File: config.mk
export PLATFORM = sky130hd
export DESIGN_NAME = tx_datalink_msg_control
export DESIGN_NICKNAME = d
export VERILOG_FILES = /design/src/pkg/tx_dl_pkg.sv /design/src/verilog/tx_msg_buffer.sv /design/src/verilog/tx_datalink_msg_control.sv
export SDC_FILE = /design/constraint.sdc
export NUM_CORES = 2
export LEC_CHECK = 0
export BUFFER_PORTS_ARGS = -buffer_cell sky130_fd_sc_hd__buf_2
export CAP_MARGIN = 15
export CORE_ASPECT_RATIO = 1.2
export CORE_MARGIN = 2
export CORE_UTILIZATION = 30
export CTS_CLUSTER_DIAMETER = 60
export DETAILED_ROUTE_END_ITERATION = 7
export GPL_TIMING_DRIVEN = 0
export HOLD_SLACK_MARGIN = 0.03
export PLACE_DENSITY_LB_ADDON = 0.2
export REMOVE_ABC_BUFFERS = 1
export SETUP_SLACK_MARGIN = 0.5
export SYNTH_ARGS = -nofsm -noshare
export SYNTH_HDL_FRONTEND = slang
export SYNTH_HIERARCHICAL = 1
export SYNTH_SLANG_ARGS = --single-unit
export TNS_END_PERCENT = 20
File: constraint.sdc
create_clock -name clk -period 6.1 [get_ports clk]
set_clock_uncertainty 0.1 [all_clocks]
set_input_delay 1.22 -clock clk [delete_from_list [all_inputs] [get_ports clk]]
set_output_delay 1.22 -clock clk [all_outputs]
set_load 0.05 [all_outputs]
File: src/pkg/tx_dl_pkg.sv
// Package for the transmit data-link message controller: register map, fields, reset values, types.
// Assumes a byte-wide register port and a 40 MHz framer clock.
package tx_dl_pkg;
   localparam logic [11:0] ADDR_CONTROL    = 12'h113;
   localparam logic [11:0] ADDR_COUNT      = 12'h114;
   localparam logic [11:0] ADDR_IRQ_STATUS = 12'h118;
   localparam logic [11:0] ADDR_IRQ_MASK   = 12'h119;
   localparam logic [11:0] BUF0_BASE       = 12'h600;
   localparam logic [11:0] BUF1_BASE       = 12'h700;
   localparam int          BUF_SEL_BIT     = 7;
   localparam int          FCS_EN_BIT      = 1;
   localparam int          TYPE_SEL_BIT    = 0;
   localparam logic [7:0]  CONTROL_RESET   = 8'h00;
   localparam logic [7:0]  COUNT_RESET     = 8'h00;
   localparam logic [7:0]  FLAG_OCTET      = 8'h7E;
   localparam logic [15:0] CRC_INIT        = 16'hFFFF;
   localparam logic [15:0] CRC_POLY_REFL   = 16'h8408;
   localparam int          IRQ_EOT_BIT     = 0;
   localparam int          IRQ_MSG_DONE_BIT = 1;

   typedef struct packed {
      logic [11:0] addr;
      logic [7:0]  wdata;
      logic        wr;
      logic        rd;
   } reg_req_t;

   typedef struct packed {
      logic       valid;
      logic [7:0] octet;
   } octet_t;

   typedef enum logic [2:0] {
      ST_IDLE   = 3'b000,
      ST_FETCH  = 3'b001,
      ST_SEND   = 3'b011,
      ST_CHECK0 = 3'b010,
      ST_CHECK1 = 3'b110,
      ST_CLOSE  = 3'b111
   } tx_state_t;
endpackage

File: src/verilog/tx_msg_buffer.sv
// Two ping-pong transmit message buffers, written by the host and read by the controller.
// Assumes one clock; read data appear one cycle after the read address.
`timescale 1ns/1ps
`default_nettype none
module tx_msg_buffer #(
   parameter int DEPTH = 128
) (
   // Clock
   input  wire logic                     clk,
   // Host write side
   input  wire logic                     writeEnable,
   input  wire logic                     writeBank,
   input  wire logic [$clog2(DEPTH)-1:0] writeAddr,
   input  wire logic [7:0]               writeData,
   // Controller read side
   input  wire logic                     readBank,
   input  wire logic [$clog2(DEPTH)-1:0] readAddr,
   output logic      [7:0]               readData
);
   logic [7:0] store [0:2*DEPTH-1];

   always_ff @(posedge clk) begin
      if (writeEnable) begin
         store[{writeBank, writeAddr}] <= writeData;
      end
   end

   always_ff @(posedge clk) begin
      readData <= store[{readBank, readAddr}];
   end
endmodule
`default_nettype wire

File: src/verilog/tx_datalink_msg_control.sv
// Transmit data-link message controller: control registers, ping-pong buffers, octet stream out.
// Assumes a host register port on the framer clock and a framer that pulls one octet per octetReady.
// Behaviour
// - Message mode with check enable appends check octets
// - Bit mode ignores the check enable setting
// - Type select: zero bit-oriented, one message
// - Buffer select write starts sending that buffer, except in message mode with count zero
// - Buffer bit read returns next free buffer
// - Busy buffer makes read show the other
// - Bit mode: count repetitions then interrupt, stop
// - Bit mode count zero repeats forever
// - Message mode count is length without check
// - Idle message channel sends flag octets
`timescale 1ns/1ps
`default_nettype none
module tx_datalink_msg_control #(
   parameter int DEPTH = 128
) (
   // Clock and reset
   input  wire logic                clk,
   input  wire logic                reset_n,
   // Register port
   input  wire logic [11:0]         regAddr,
   input  wire logic [7:0]          regWriteData,
   input  wire logic                regWrite,
   input  wire logic                regRead,
   output logic      [7:0]          regReadData,
   // Octet stream toward the data-link channel
   input  wire logic                octetReady,
   output tx_dl_pkg::octet_t        txOctet,
   output logic                     txMessageOriented,
   // Interrupt
   output logic                     irq
);
   localparam int AW = $clog2(DEPTH);

   logic [7:0]            control;
   logic [7:0]            countField;
   logic [1:0]            irqStatus;
   logic [1:0]            irqMask;
   logic                  activeBank;
   logic [1:0]            pending;
   tx_dl_pkg::tx_state_t  state;
   logic [6:0]            octetIndex;
   logic [6:0]            repsDone;
   logic [15:0]           crc;
   logic [7:0]            bufData;
   logic                  bufWrite;
   logic                  bufWriteBank;
   logic [AW-1:0]         bufReadAddr;
   logic                  messageMode;
   logic                  checkEnable;
   logic                  eotEvent;
   logic                  msgDoneEvent;
   logic                  nextFree;
   logic                  lastOctet;
   logic [15:0]           next_crc;
   logic                  shown;
   logic                  accept;

   assign messageMode = control[tx_dl_pkg::TYPE_SEL_BIT];
   assign checkEnable = messageMode & control[tx_dl_pkg::FCS_EN_BIT];
   assign lastOctet   = (octetIndex == countField[6:0] - 7'd1);
   assign accept      = shown && octetReady;

   // Host buffer writes land in the bank chosen by the top address bits.
   assign bufWrite     = regWrite && (regAddr[11:8] == tx_dl_pkg::BUF0_BASE[11:8]
                                    || regAddr[11:8] == tx_dl_pkg::BUF1_BASE[11:8]);
   assign bufWriteBank = (regAddr[11:8] == tx_dl_pkg::BUF1_BASE[11:8]);

   tx_msg_buffer #(
      .DEPTH       (DEPTH)
   ) u_buffer (
      .clk         (clk),
      .writeEnable (bufWrite),
      .writeBank   (bufWriteBank),
      .writeAddr   (regAddr[AW-1:0]),
      .writeData   (regWriteData),
      .readBank    (activeBank),
      .readAddr    (bufReadAddr),
      .readData    (bufData)
   );

   // Control register.
   always_ff @(posedge clk or negedge reset_n) begin
      if (!reset_n) begin
         control <= tx_dl_pkg::CONTROL_RESET;
      end else if (regWrite && regAddr == tx_dl_pkg::ADDR_CONTROL) begin
         control <= regWriteData;
      end
   end

   // Count field; the buffer bit itself is not stored, it is a command on write.
   always_ff @(posedge clk or negedge reset_n) begin
      if (!reset_n) begin
         countField <= tx_dl_pkg::COUNT_RESET;
      end else if (regWrite && regAddr == tx_dl_pkg::ADDR_COUNT) begin
         countField <= {1'b0, regWriteData[6:0]};
      end
   end

   // Pending flags per buffer: set by a select write, cleared only when the transfer closes.
   always_ff @(posedge clk or negedge reset_n) begin
      if (!reset_n) begin
         pending <= 2'b00;
      end else begin
         if (state == tx_dl_pkg::ST_CLOSE) begin
            pending[activeBank] <= 1'b0;
         end
         if (regWrite && regAddr == tx_dl_pkg::ADDR_COUNT) begin
            pending[regWriteData[tx_dl_pkg::BUF_SEL_BIT]] <= 1'b1;
         end
      end
   end

   // Next free buffer: the other one while a buffer is still owned by the controller.
   always_comb begin
      if (pending[0] && !pending[1]) begin
         nextFree = 1'b1;
      end else if (pending[1] && !pending[0]) begin
         nextFree = 1'b0;
      end else begin
         nextFree = ~activeBank;
      end
   end

   // LAPD CRC over one octet, least significant bit first.
   always_comb begin
      next_crc = crc;
      for (int i = 0; i < 8; i++) begin
         if (next_crc[0] ^ bufData[i]) begin
            next_crc = (next_crc >> 1) ^ tx_dl_pkg::CRC_POLY_REFL;
         end else begin
            next_crc = next_crc >> 1;
         end
      end
   end

   // Transmit sequencer.
   always_ff @(posedge clk or negedge reset_n) begin
      if (!reset_n) begin
         state       <= tx_dl_pkg::ST_IDLE;
         activeBank  <= 1'b0;
         octetIndex  <= 7'd0;
         repsDone    <= 7'd0;
         crc         <= tx_dl_pkg::CRC_INIT;
         bufReadAddr <= '0;
      end else begin
         case (state)
            tx_dl_pkg::ST_IDLE: begin
               if (pending != 2'b00 && countField[6:0] != 7'd0 || pending != 2'b00 && !messageMode) begin
                  activeBank  <= pending[0] ? 1'b0 : 1'b1;
                  octetIndex  <= 7'd0;
                  repsDone    <= 7'd0;
                  crc         <= tx_dl_pkg::CRC_INIT;
                  bufReadAddr <= '0;
                  state       <= tx_dl_pkg::ST_FETCH;
               end
            end
            tx_dl_pkg::ST_FETCH: begin
               state <= tx_dl_pkg::ST_SEND;
            end
            tx_dl_pkg::ST_SEND: begin
               if (accept) begin
                  if (messageMode) begin
                     crc <= next_crc;
                     if (lastOctet || countField[6:0] == 7'd0) begin
                        state <= checkEnable ? tx_dl_pkg::ST_CHECK0 : tx_dl_pkg::ST_CLOSE;
                     end else begin
                        octetIndex  <= octetIndex + 7'd1;
                        bufReadAddr <= AW'(octetIndex + 7'd1);
                        state       <= tx_dl_pkg::ST_FETCH;
                     end
                  end else begin
                     // Bit-oriented messages are two octets repeated.
                     if (octetIndex == 7'd1) begin
                        octetIndex  <= 7'd0;
                        bufReadAddr <= '0;
                        if (countField[6:0] != 7'd0 && repsDone + 7'd1 == countField[6:0]) begin
                           state <= tx_dl_pkg::ST_CLOSE;
                        end else begin
                           repsDone <= (countField[6:0] == 7'd0) ? 7'd0 : repsDone + 7'd1;
                           state    <= tx_dl_pkg::ST_FETCH;
                        end
                     end else begin
                        octetIndex  <= 7'd1;
                        bufReadAddr <= AW'(1);
                        state       <= tx_dl_pkg::ST_FETCH;
                     end
                  end
               end
            end
            tx_dl_pkg::ST_CHECK0: begin
               if (accept) begin
                  state <= tx_dl_pkg::ST_CHECK1;
               end
            end
            tx_dl_pkg::ST_CHECK1: begin
               if (accept) begin
                  state <= tx_dl_pkg::ST_CLOSE;
               end
            end
            tx_dl_pkg::ST_CLOSE: begin
               state <= tx_dl_pkg::ST_IDLE;
            end
            default: begin
               state <= tx_dl_pkg::ST_IDLE;
            end
         endcase
      end
   end

   assign eotEvent     = (state == tx_dl_pkg::ST_CLOSE) && !messageMode;
   assign msgDoneEvent = (state == tx_dl_pkg::ST_CLOSE) && messageMode;

   // Each octet is shown before it can be taken; gaps inside a frame are not valid, so no stray flag.
   always_ff @(posedge clk or negedge reset_n) begin
      if (!reset_n) begin
         txOctet <= '{valid: 1'b0, octet: 8'h00};
         shown   <= 1'b0;
      end else begin
         case (state)
            tx_dl_pkg::ST_SEND, tx_dl_pkg::ST_CHECK0, tx_dl_pkg::ST_CHECK1: begin
               if (!shown) begin
                  shown         <= 1'b1;
                  txOctet.valid <= 1'b1;
                  txOctet.octet <= (state == tx_dl_pkg::ST_SEND)   ? bufData
                                 : (state == tx_dl_pkg::ST_CHECK0) ? ~crc[7:0] : ~crc[15:8];
               end else if (accept) begin
                  shown         <= 1'b0;
                  txOctet.valid <= 1'b0;
               end
            end
            tx_dl_pkg::ST_FETCH: shown <= 1'b0;
            default: txOctet <= '{valid: 1'b1, octet: tx_dl_pkg::FLAG_OCTET};
         endcase
      end
   end

   always_ff @(posedge clk or negedge reset_n) begin
      if (!reset_n) begin
         txMessageOriented <= 1'b0;
      end else begin
         txMessageOriented <= messageMode;
      end
   end

   // Sticky interrupt status, write one to clear; a new event wins over the clear.
   always_ff @(posedge clk or negedge reset_n) begin
      if (!reset_n) begin
         irqStatus <= 2'b00;
      end else begin
         if (regWrite && regAddr == tx_dl_pkg::ADDR_IRQ_STATUS) begin
            irqStatus <= irqStatus & ~regWriteData[1:0];
         end
         if (eotEvent) begin
            irqStatus[tx_dl_pkg::IRQ_EOT_BIT] <= 1'b1;
         end
         if (msgDoneEvent) begin
            irqStatus[tx_dl_pkg::IRQ_MSG_DONE_BIT] <= 1'b1;
         end
      end
   end

   always_ff @(posedge clk or negedge reset_n) begin
      if (!reset_n) begin
         irqMask <= 2'b00;
      end else if (regWrite && regAddr == tx_dl_pkg::ADDR_IRQ_MASK) begin
         irqMask <= regWriteData[1:0];
      end
   end

   assign irq = |(irqStatus & irqMask);

   // Read data, valid in the cycle after the read strobe; unmapped addresses read zero.
   always_ff @(posedge clk or negedge reset_n) begin
      if (!reset_n) begin
         regReadData <= 8'h00;
      end else if (regRead) begin
         case (regAddr)
            tx_dl_pkg::ADDR_CONTROL:    regReadData <= control;
            tx_dl_pkg::ADDR_COUNT:      regReadData <= {nextFree, countField[6:0]};
            tx_dl_pkg::ADDR_IRQ_STATUS: regReadData <= {6'h00, irqStatus};
            tx_dl_pkg::ADDR_IRQ_MASK:   regReadData <= {6'h00, irqMask};
            default:                    regReadData <= 8'h00;
         endcase
      end else begin
         regReadData <= 8'h00;
      end
   end
endmodule
`default_nettype wire

# ---- After elaboration in Yosys (flattened, before gate mapping)
# Memories as Yosys holds them, arrays and structs flattened. A register that Yosys moved wholly into a read port is not among the register bits.
# Cells that the tools add are included.
dict set report totals {
  mem_bits_rw 2048
  regBits 74
  memories 1
}
dict set report op_classes {
  eq_ne 25
  n_reduce_logical 38
  n_addsub 3
  magnitude_cmp 4
  n_bitwise 27
  mux 59
}
# memory words width read_ports rd_clocked_by_memory_dff write_ports line
set memory_table {}
lappend memory_table {u_buffer.store 256 8 1 1 1 tx_msg_buffer.sv:20} ;# logic [7:0] store [0:2*DEPTH-1];
# op n
set ops {}
lappend ops {{16-bit two-way mux} 11}
lappend ops {{7-bit two-way mux} 9}
lappend ops {{12-bit by 9-bit equality test with 1-bit output (second input constant)} 4}
lappend ops {{8-bit two-way mux} 4}
lappend ops {{16-bit case mux with 2 select lines} 1}
lappend ops {{8-bit case mux with 4 select lines} 1}
lappend ops {{7-bit case mux with 2 select lines} 2}
lappend ops {{3-bit two-way mux} 9}
lappend ops {{2-bit NOT with 3-bit output} 8}
lappend ops {{2-bit inequality test (second input constant)} 9}
lappend ops {{9-bit case mux with 2 select lines} 1}
lappend ops {{8-bit NOT} 2}
lappend ops {{1-bit logical AND} 15}
lappend ops {{3-bit case mux with 5 select lines} 1}
lappend ops {{7-bit by 1-bit adder with 7-bit output (second input constant)} 2}
lappend ops {{7-bit equality test} 2}
lappend ops {{1-bit two-way mux} 14}
lappend ops {{4-bit AND reduction} 3}
lappend ops {{2-bit nonzero test} 5}
lappend ops {{4-bit by 3-bit equality test with 1-bit output (second input constant)} 2}
lappend ops {{1-bit bitwise XOR} 8}
lappend ops {{7-bit by 1-bit equality test with 1-bit output (second input constant)} 1}
lappend ops {{7-bit logical NOT} 1}
lappend ops {{7-bit nonzero test} 1}
lappend ops {{other kinds (22)} 40}

# ---- Longest topological paths before layout
dict set report logic_depth {
  depth_word 19
  mapped_depth 11
  depth_no_buf 8
}

# ---- Hierarchy
# The synthesis kept the hierarchy.
# mod cells_per_inst area_each_um2 instances seq_area_each_um2
set modules_own_cells {}
lappend modules_own_cells {tx_msg_buffer 3733 79556.3 1 61659.1}
lappend modules_own_cells {tx_datalink_msg_control 452 4331.7 1 1871.8}

# ---- Least setup slack after synthesis
# Ideal clock, no wire load.
dict set report synth_path {
  path_kind {input port to flip-flop}
  start {input regWrite}
  end {memory u_buffer.store[234][0] (enable)}
  setup_time_ns 0.370
  n_path_buf 4
  setup_slack_ns 2.610
  path_stages 7
  arrival_time_ns 3.020
  required_ns 5.630
  path_cell_list {clkbuf_1 -> nor3b_1 -> clkbuf_1 -> buf_1 -> nand3_1 -> clkbuf_1 -> nor2_1}
}
dict set report synth_between {
  elab_chain_cells 3
}
# element line
set synth_rtl {}
lappend synth_rtl {{from (decl)} tx_datalink_msg_control.sv:25} ;# input wire logic regWrite,
lappend synth_rtl {{1-bit logical AND} tx_datalink_msg_control.sv:67} ;# assign bufWrite = regWrite && (regAddr[11:8] == tx_dl_pkg::BUF0_BASE[11:8]
lappend synth_rtl {{named net bufWrite} tx_datalink_msg_control.sv:48} ;# logic bufWrite;
lappend synth_rtl {{1-bit two-way mux} tx_msg_buffer.sv:23} ;# if (writeEnable) begin
lappend synth_rtl {{1-bit two-way mux (not written as such)} tx_msg_buffer.sv:24} ;# store[{writeBank, writeAddr}] <= writeData;
lappend synth_rtl {{to (decl)} tx_msg_buffer.sv:20}
# The timed path passes the listed nets, and every way through them passes these cells.

==> results.json <==
{
  "startpoint": "bufReadAddr[0]$_DFFE_PN0P_",
  "fin_crit_sh_pct": 87.7,
  "p_leak_uw": 0.0293,
  "yosysTopAreaCell": "edfxtp_1",
  "tightest_slew_ns": 1.24,
  "reg2reg_from": "bufReadAddr[0]$_DFFE_PN0P_",
  "setup_viol_count_final": 0,
  "internal-power_uw": 26100,
  "insertion_delay_ns": 0.88,
  "dr.first_iter.drc_count": 3558,
  "tns_ns": 0,
  "gp_congestion": 0.746,
  "cts_root_buf": "clkbuf_16",
  "drive_above_1_share_pct": 22.4,
  "hpwlAfterDp_microns": 146000,
  "track_usage_pct": 16.2,
  "start_util_pct": 30.2,
  "vdd_drop_max_v": 0.000324,
  "seq_area_frac_synth_pct": 75.7,
  "relSlewSlack_pct": 17.3,
  "fmax_mhz": 187,
  "vias": 41600,
  "dp_cells": 7706,
  "dominantRegCellSynth": "edfxtp_1",
  "cts_buffer_depth": 3,
  "clockPowerShare_pct": 37.9,
  "grt_pass1_vias": 42600,
  "first_pass_iters": 5,
  "synthArstFlopShare_pct": 3.47,
  "htreeDepth": 4,
  "synth.distinct_cells": 87,
  "r2r_slack_ns": 0.75,
  "worst-endpoint-required_ns": 6.74,
  "p_switching_uw": 8540,
  "drc": 0,
  "layout_min_cycle_time_ns": 5.35,
  "cp-start-kind": "flop",
  "crit_fanout": 41,
  "hp-start": "control[4]$_DFFE_PN0P_",
  "finalWirelength_microns": 233000,
  "post_drt_wl_per_cell_microns": 28.7,
  "outcome": "complete, no violations",
  "viasPerCell": 5.12,
  "final_cells": 8119,
  "clk_pin_slew_ns": 0.06,
  "sw_frac_of_total_pct": 24.7,
  "rsz0062_at_grt": "true",
  "antenna_found_initial": 11,
  "io_buffers": 43,
  "syn2layout_area_growth_pct": 15.1,
  "overflow": 0,
  "cts_tree": "yes",
  "hold_viol": 0,
  "avgSynthCellArea_sq_um": 20.0,
  "fp-row-count": 212,
  "worst-setup-path-type": "reg -> reg",
  "min_path_type": "reg -> reg",
  "powerDensity_mw_per_mm2": 358,
  "synth_area_leaders": "edfxtp_1 73%, mux4_2 12%, dfrtp_1 1.7%, mux2i_1 1.6%, nor2_1 1.5%",
  "cts_sinks": 2130,
  "grt_pass1_wl_microns": 329000,
  "worst_setup_path_end_kind": "flop",
  "p_seq_share_pct": 47.2,
  "cts_inserted_buffers": 227,
  "crit_arrival_ns": 5.99,
  "postRouteAntennaNets": 0,
  "drv_slew": 0,
  "grt_max_degree": 138,
  "pwr-share-comb_pct": 15.0,
  "fp.dieW_microns": 487,
  "num_io_pins": 44,
  "syn_area_sq_mm": 0.0839,
  "postLayoutCoreUtil_pct": 34.7,
  "synth_seq_cells": 2130,
  "maxCapViolCount": 0,
  "core_sq_mm": 0.278,
  "num-nets-final": 4328,
  "synth_top_area_share_pct": 73.3,
  "synth_edf_count": 2048,
  "post_cts_buffers": 0,
  "die_height_microns": 583,
  "dieArea_sq_mm": 0.284,
  "yosysWarnings": 6,
  "synth_cells": 4185
}
## power by group through the flow
stage	Sequential, uW	Clock [uW]	Combinational [uW]
finish	16300	13100	5180
global route	16300	14000	5570
CTS	16300	13500	5330
detailed placement	16600	0	5320
global placement	16900	0	2540
floorplan	16900	0	2250
## sequential cells by signal, summed over array words and instances, names as in the netlist
signal	cells
txOctet	9
state	3
u_buffer/readData	8
irqStatus	2
activeBank	1
regReadData	8
pending	2
repsDone	7
crc	16
control	8
txMessageOriented	1
irqMask	2
bufReadAddr	7
u_buffer/store	2048
shown	1
countField	7
## layout make-up
type | count | area, sq um
sequential | 2130 | 63600
antenna | 4 | 10.0
clock buffer | 272 | 5900
clock inverter | 136 | 1070
fill | 26000 | 181000
timing repair buffer | 141 | 2430
tap | 3638 | 4550
multi-input combinational | 1782 | 19000
inverter | 16 | 61.3
## cells in the mapped netlist, types with 7 or more instances
master,n
edfxtp_1,2048
nor2_1,335
dfxtp_1,8
clkbuf_1,125
buf_6,21
and3_1,7
a22oi_1,143
nand4_1,12
and2_1,10
dfstp_2,16
buf_12,8
nor4_1,28
buf_4,27
nor2b_1,33
o21ai_0,24
o221ai_1,53
mux2_2,10
dfrtp_1,58
buf_2,39
buf_1,24
o22ai_1,29
xor2_1,14
a31oi_1,10
xnor2_1,26
a221oi_1,13
a211oi_1,17
nand2_1,62
nand3_1,50
buf_8,13
inv_1,15
mux2_4,8
mux4_2,454
nand2b_1,12
a21oi_1,135
o211ai_1,10
mux2i_1,137
nor3_1,31
a22o_1,9
o22a_1,8
## cell usage in the layout (no fill, tap or decap), drive strengths merged, types with 50 or more instances in the layout
| cell | count |
|---|---|
| mux4 | 456 |
| nand3 | 50 |
| a21oi | 136 |
| clkinv | 106 |
| nand2 | 63 |
| edfxtp | 2048 |
| nor2 | 335 |
| clkbuf | 272 |
| o221ai | 55 |
| buf | 140 |
| a22oi | 143 |
| mux2i | 137 |
| dfrtp | 58 |
## critical path: stages, from the launching register on
cell      delay, ns
dfrtp_4        0.67
buf_16         0.30
buf_16         0.34
buf_16         0.32
buf_16         0.28
buf_16         0.33
buf_16         0.32
mux4_2         0.56
a22o_1         0.29
a221oi_2       0.37
o32ai_1        0.17
nor3_1         0.34
buf_4          0.26
nor4_1         0.08
buf_2          0.23
## cells by family (layout without fill, tap and decap cells)
family	Yosys count	count (layout)	synth area share [%]
flip-flops	2130	2130	75.7
AND/OR/NAND/NOR	619	619	3.46
multiplexers	611	611	14.2
AO/OA/AOI/OAI	507	507	4.23
buffers and inverters	273	565	1.92
XOR/XNOR	40	40	0.418
adder cells (fa/ha/maj)	5	5	0.0746
other	0	4	0
## metrics by stage
stage,total power [uW],area [sq um],hold slack (ns),setup WS (ns)
after floorplan,19100,82300,0.378,-18.28
after global placement,19400,87100,0.397,-33.19
after detailed placement,22000,89500,0.394,0.177
after CTS,35100,96500,0.411,0.385
after global routing,35900,96500,0.429,0.406
final,34600,96500,0.409,0.749
## layer usage
| metal | vias to the layer above | track usage [%] | share of wire, % |
|---|---|---|---|
| li1 | 17600 | - | - |
| met1 | 22700 | 21.3 | 42 |
| met2 | 1031 | 27.9 | 51 |
| met3 | 299 | 2.47 | 4.5 |
| met4 | 2 | 4.64 | 2.6 |
| met5 | - | 0 | 0.0082 |
## worst paths after layout
path,end,cells past startpoint
max,u_buffer/readData[5]$_DFF_P_,14
min,control[4]$_DFFE_PN0P_,1
max reg2reg,u_buffer/readData[5]$_DFF_P_,14
min reg2reg,control[4]$_DFFE_PN0P_,1
max in group asynchronous,crc[11]$_DFFE_PN1P_,3
min in group asynchronous,regReadData[1]$_DFF_PN0_,2
## what timing repair did
item | 4_1_cts | 5_1_grt
hold endpoints to repair | 8 | 0
resized for setup | 2 | 1
hold buffers | 1 | 0
pin swaps | 0 | 0
setup endpoints to repair | 2 | 2
Power figures use the tool's default switching activity.
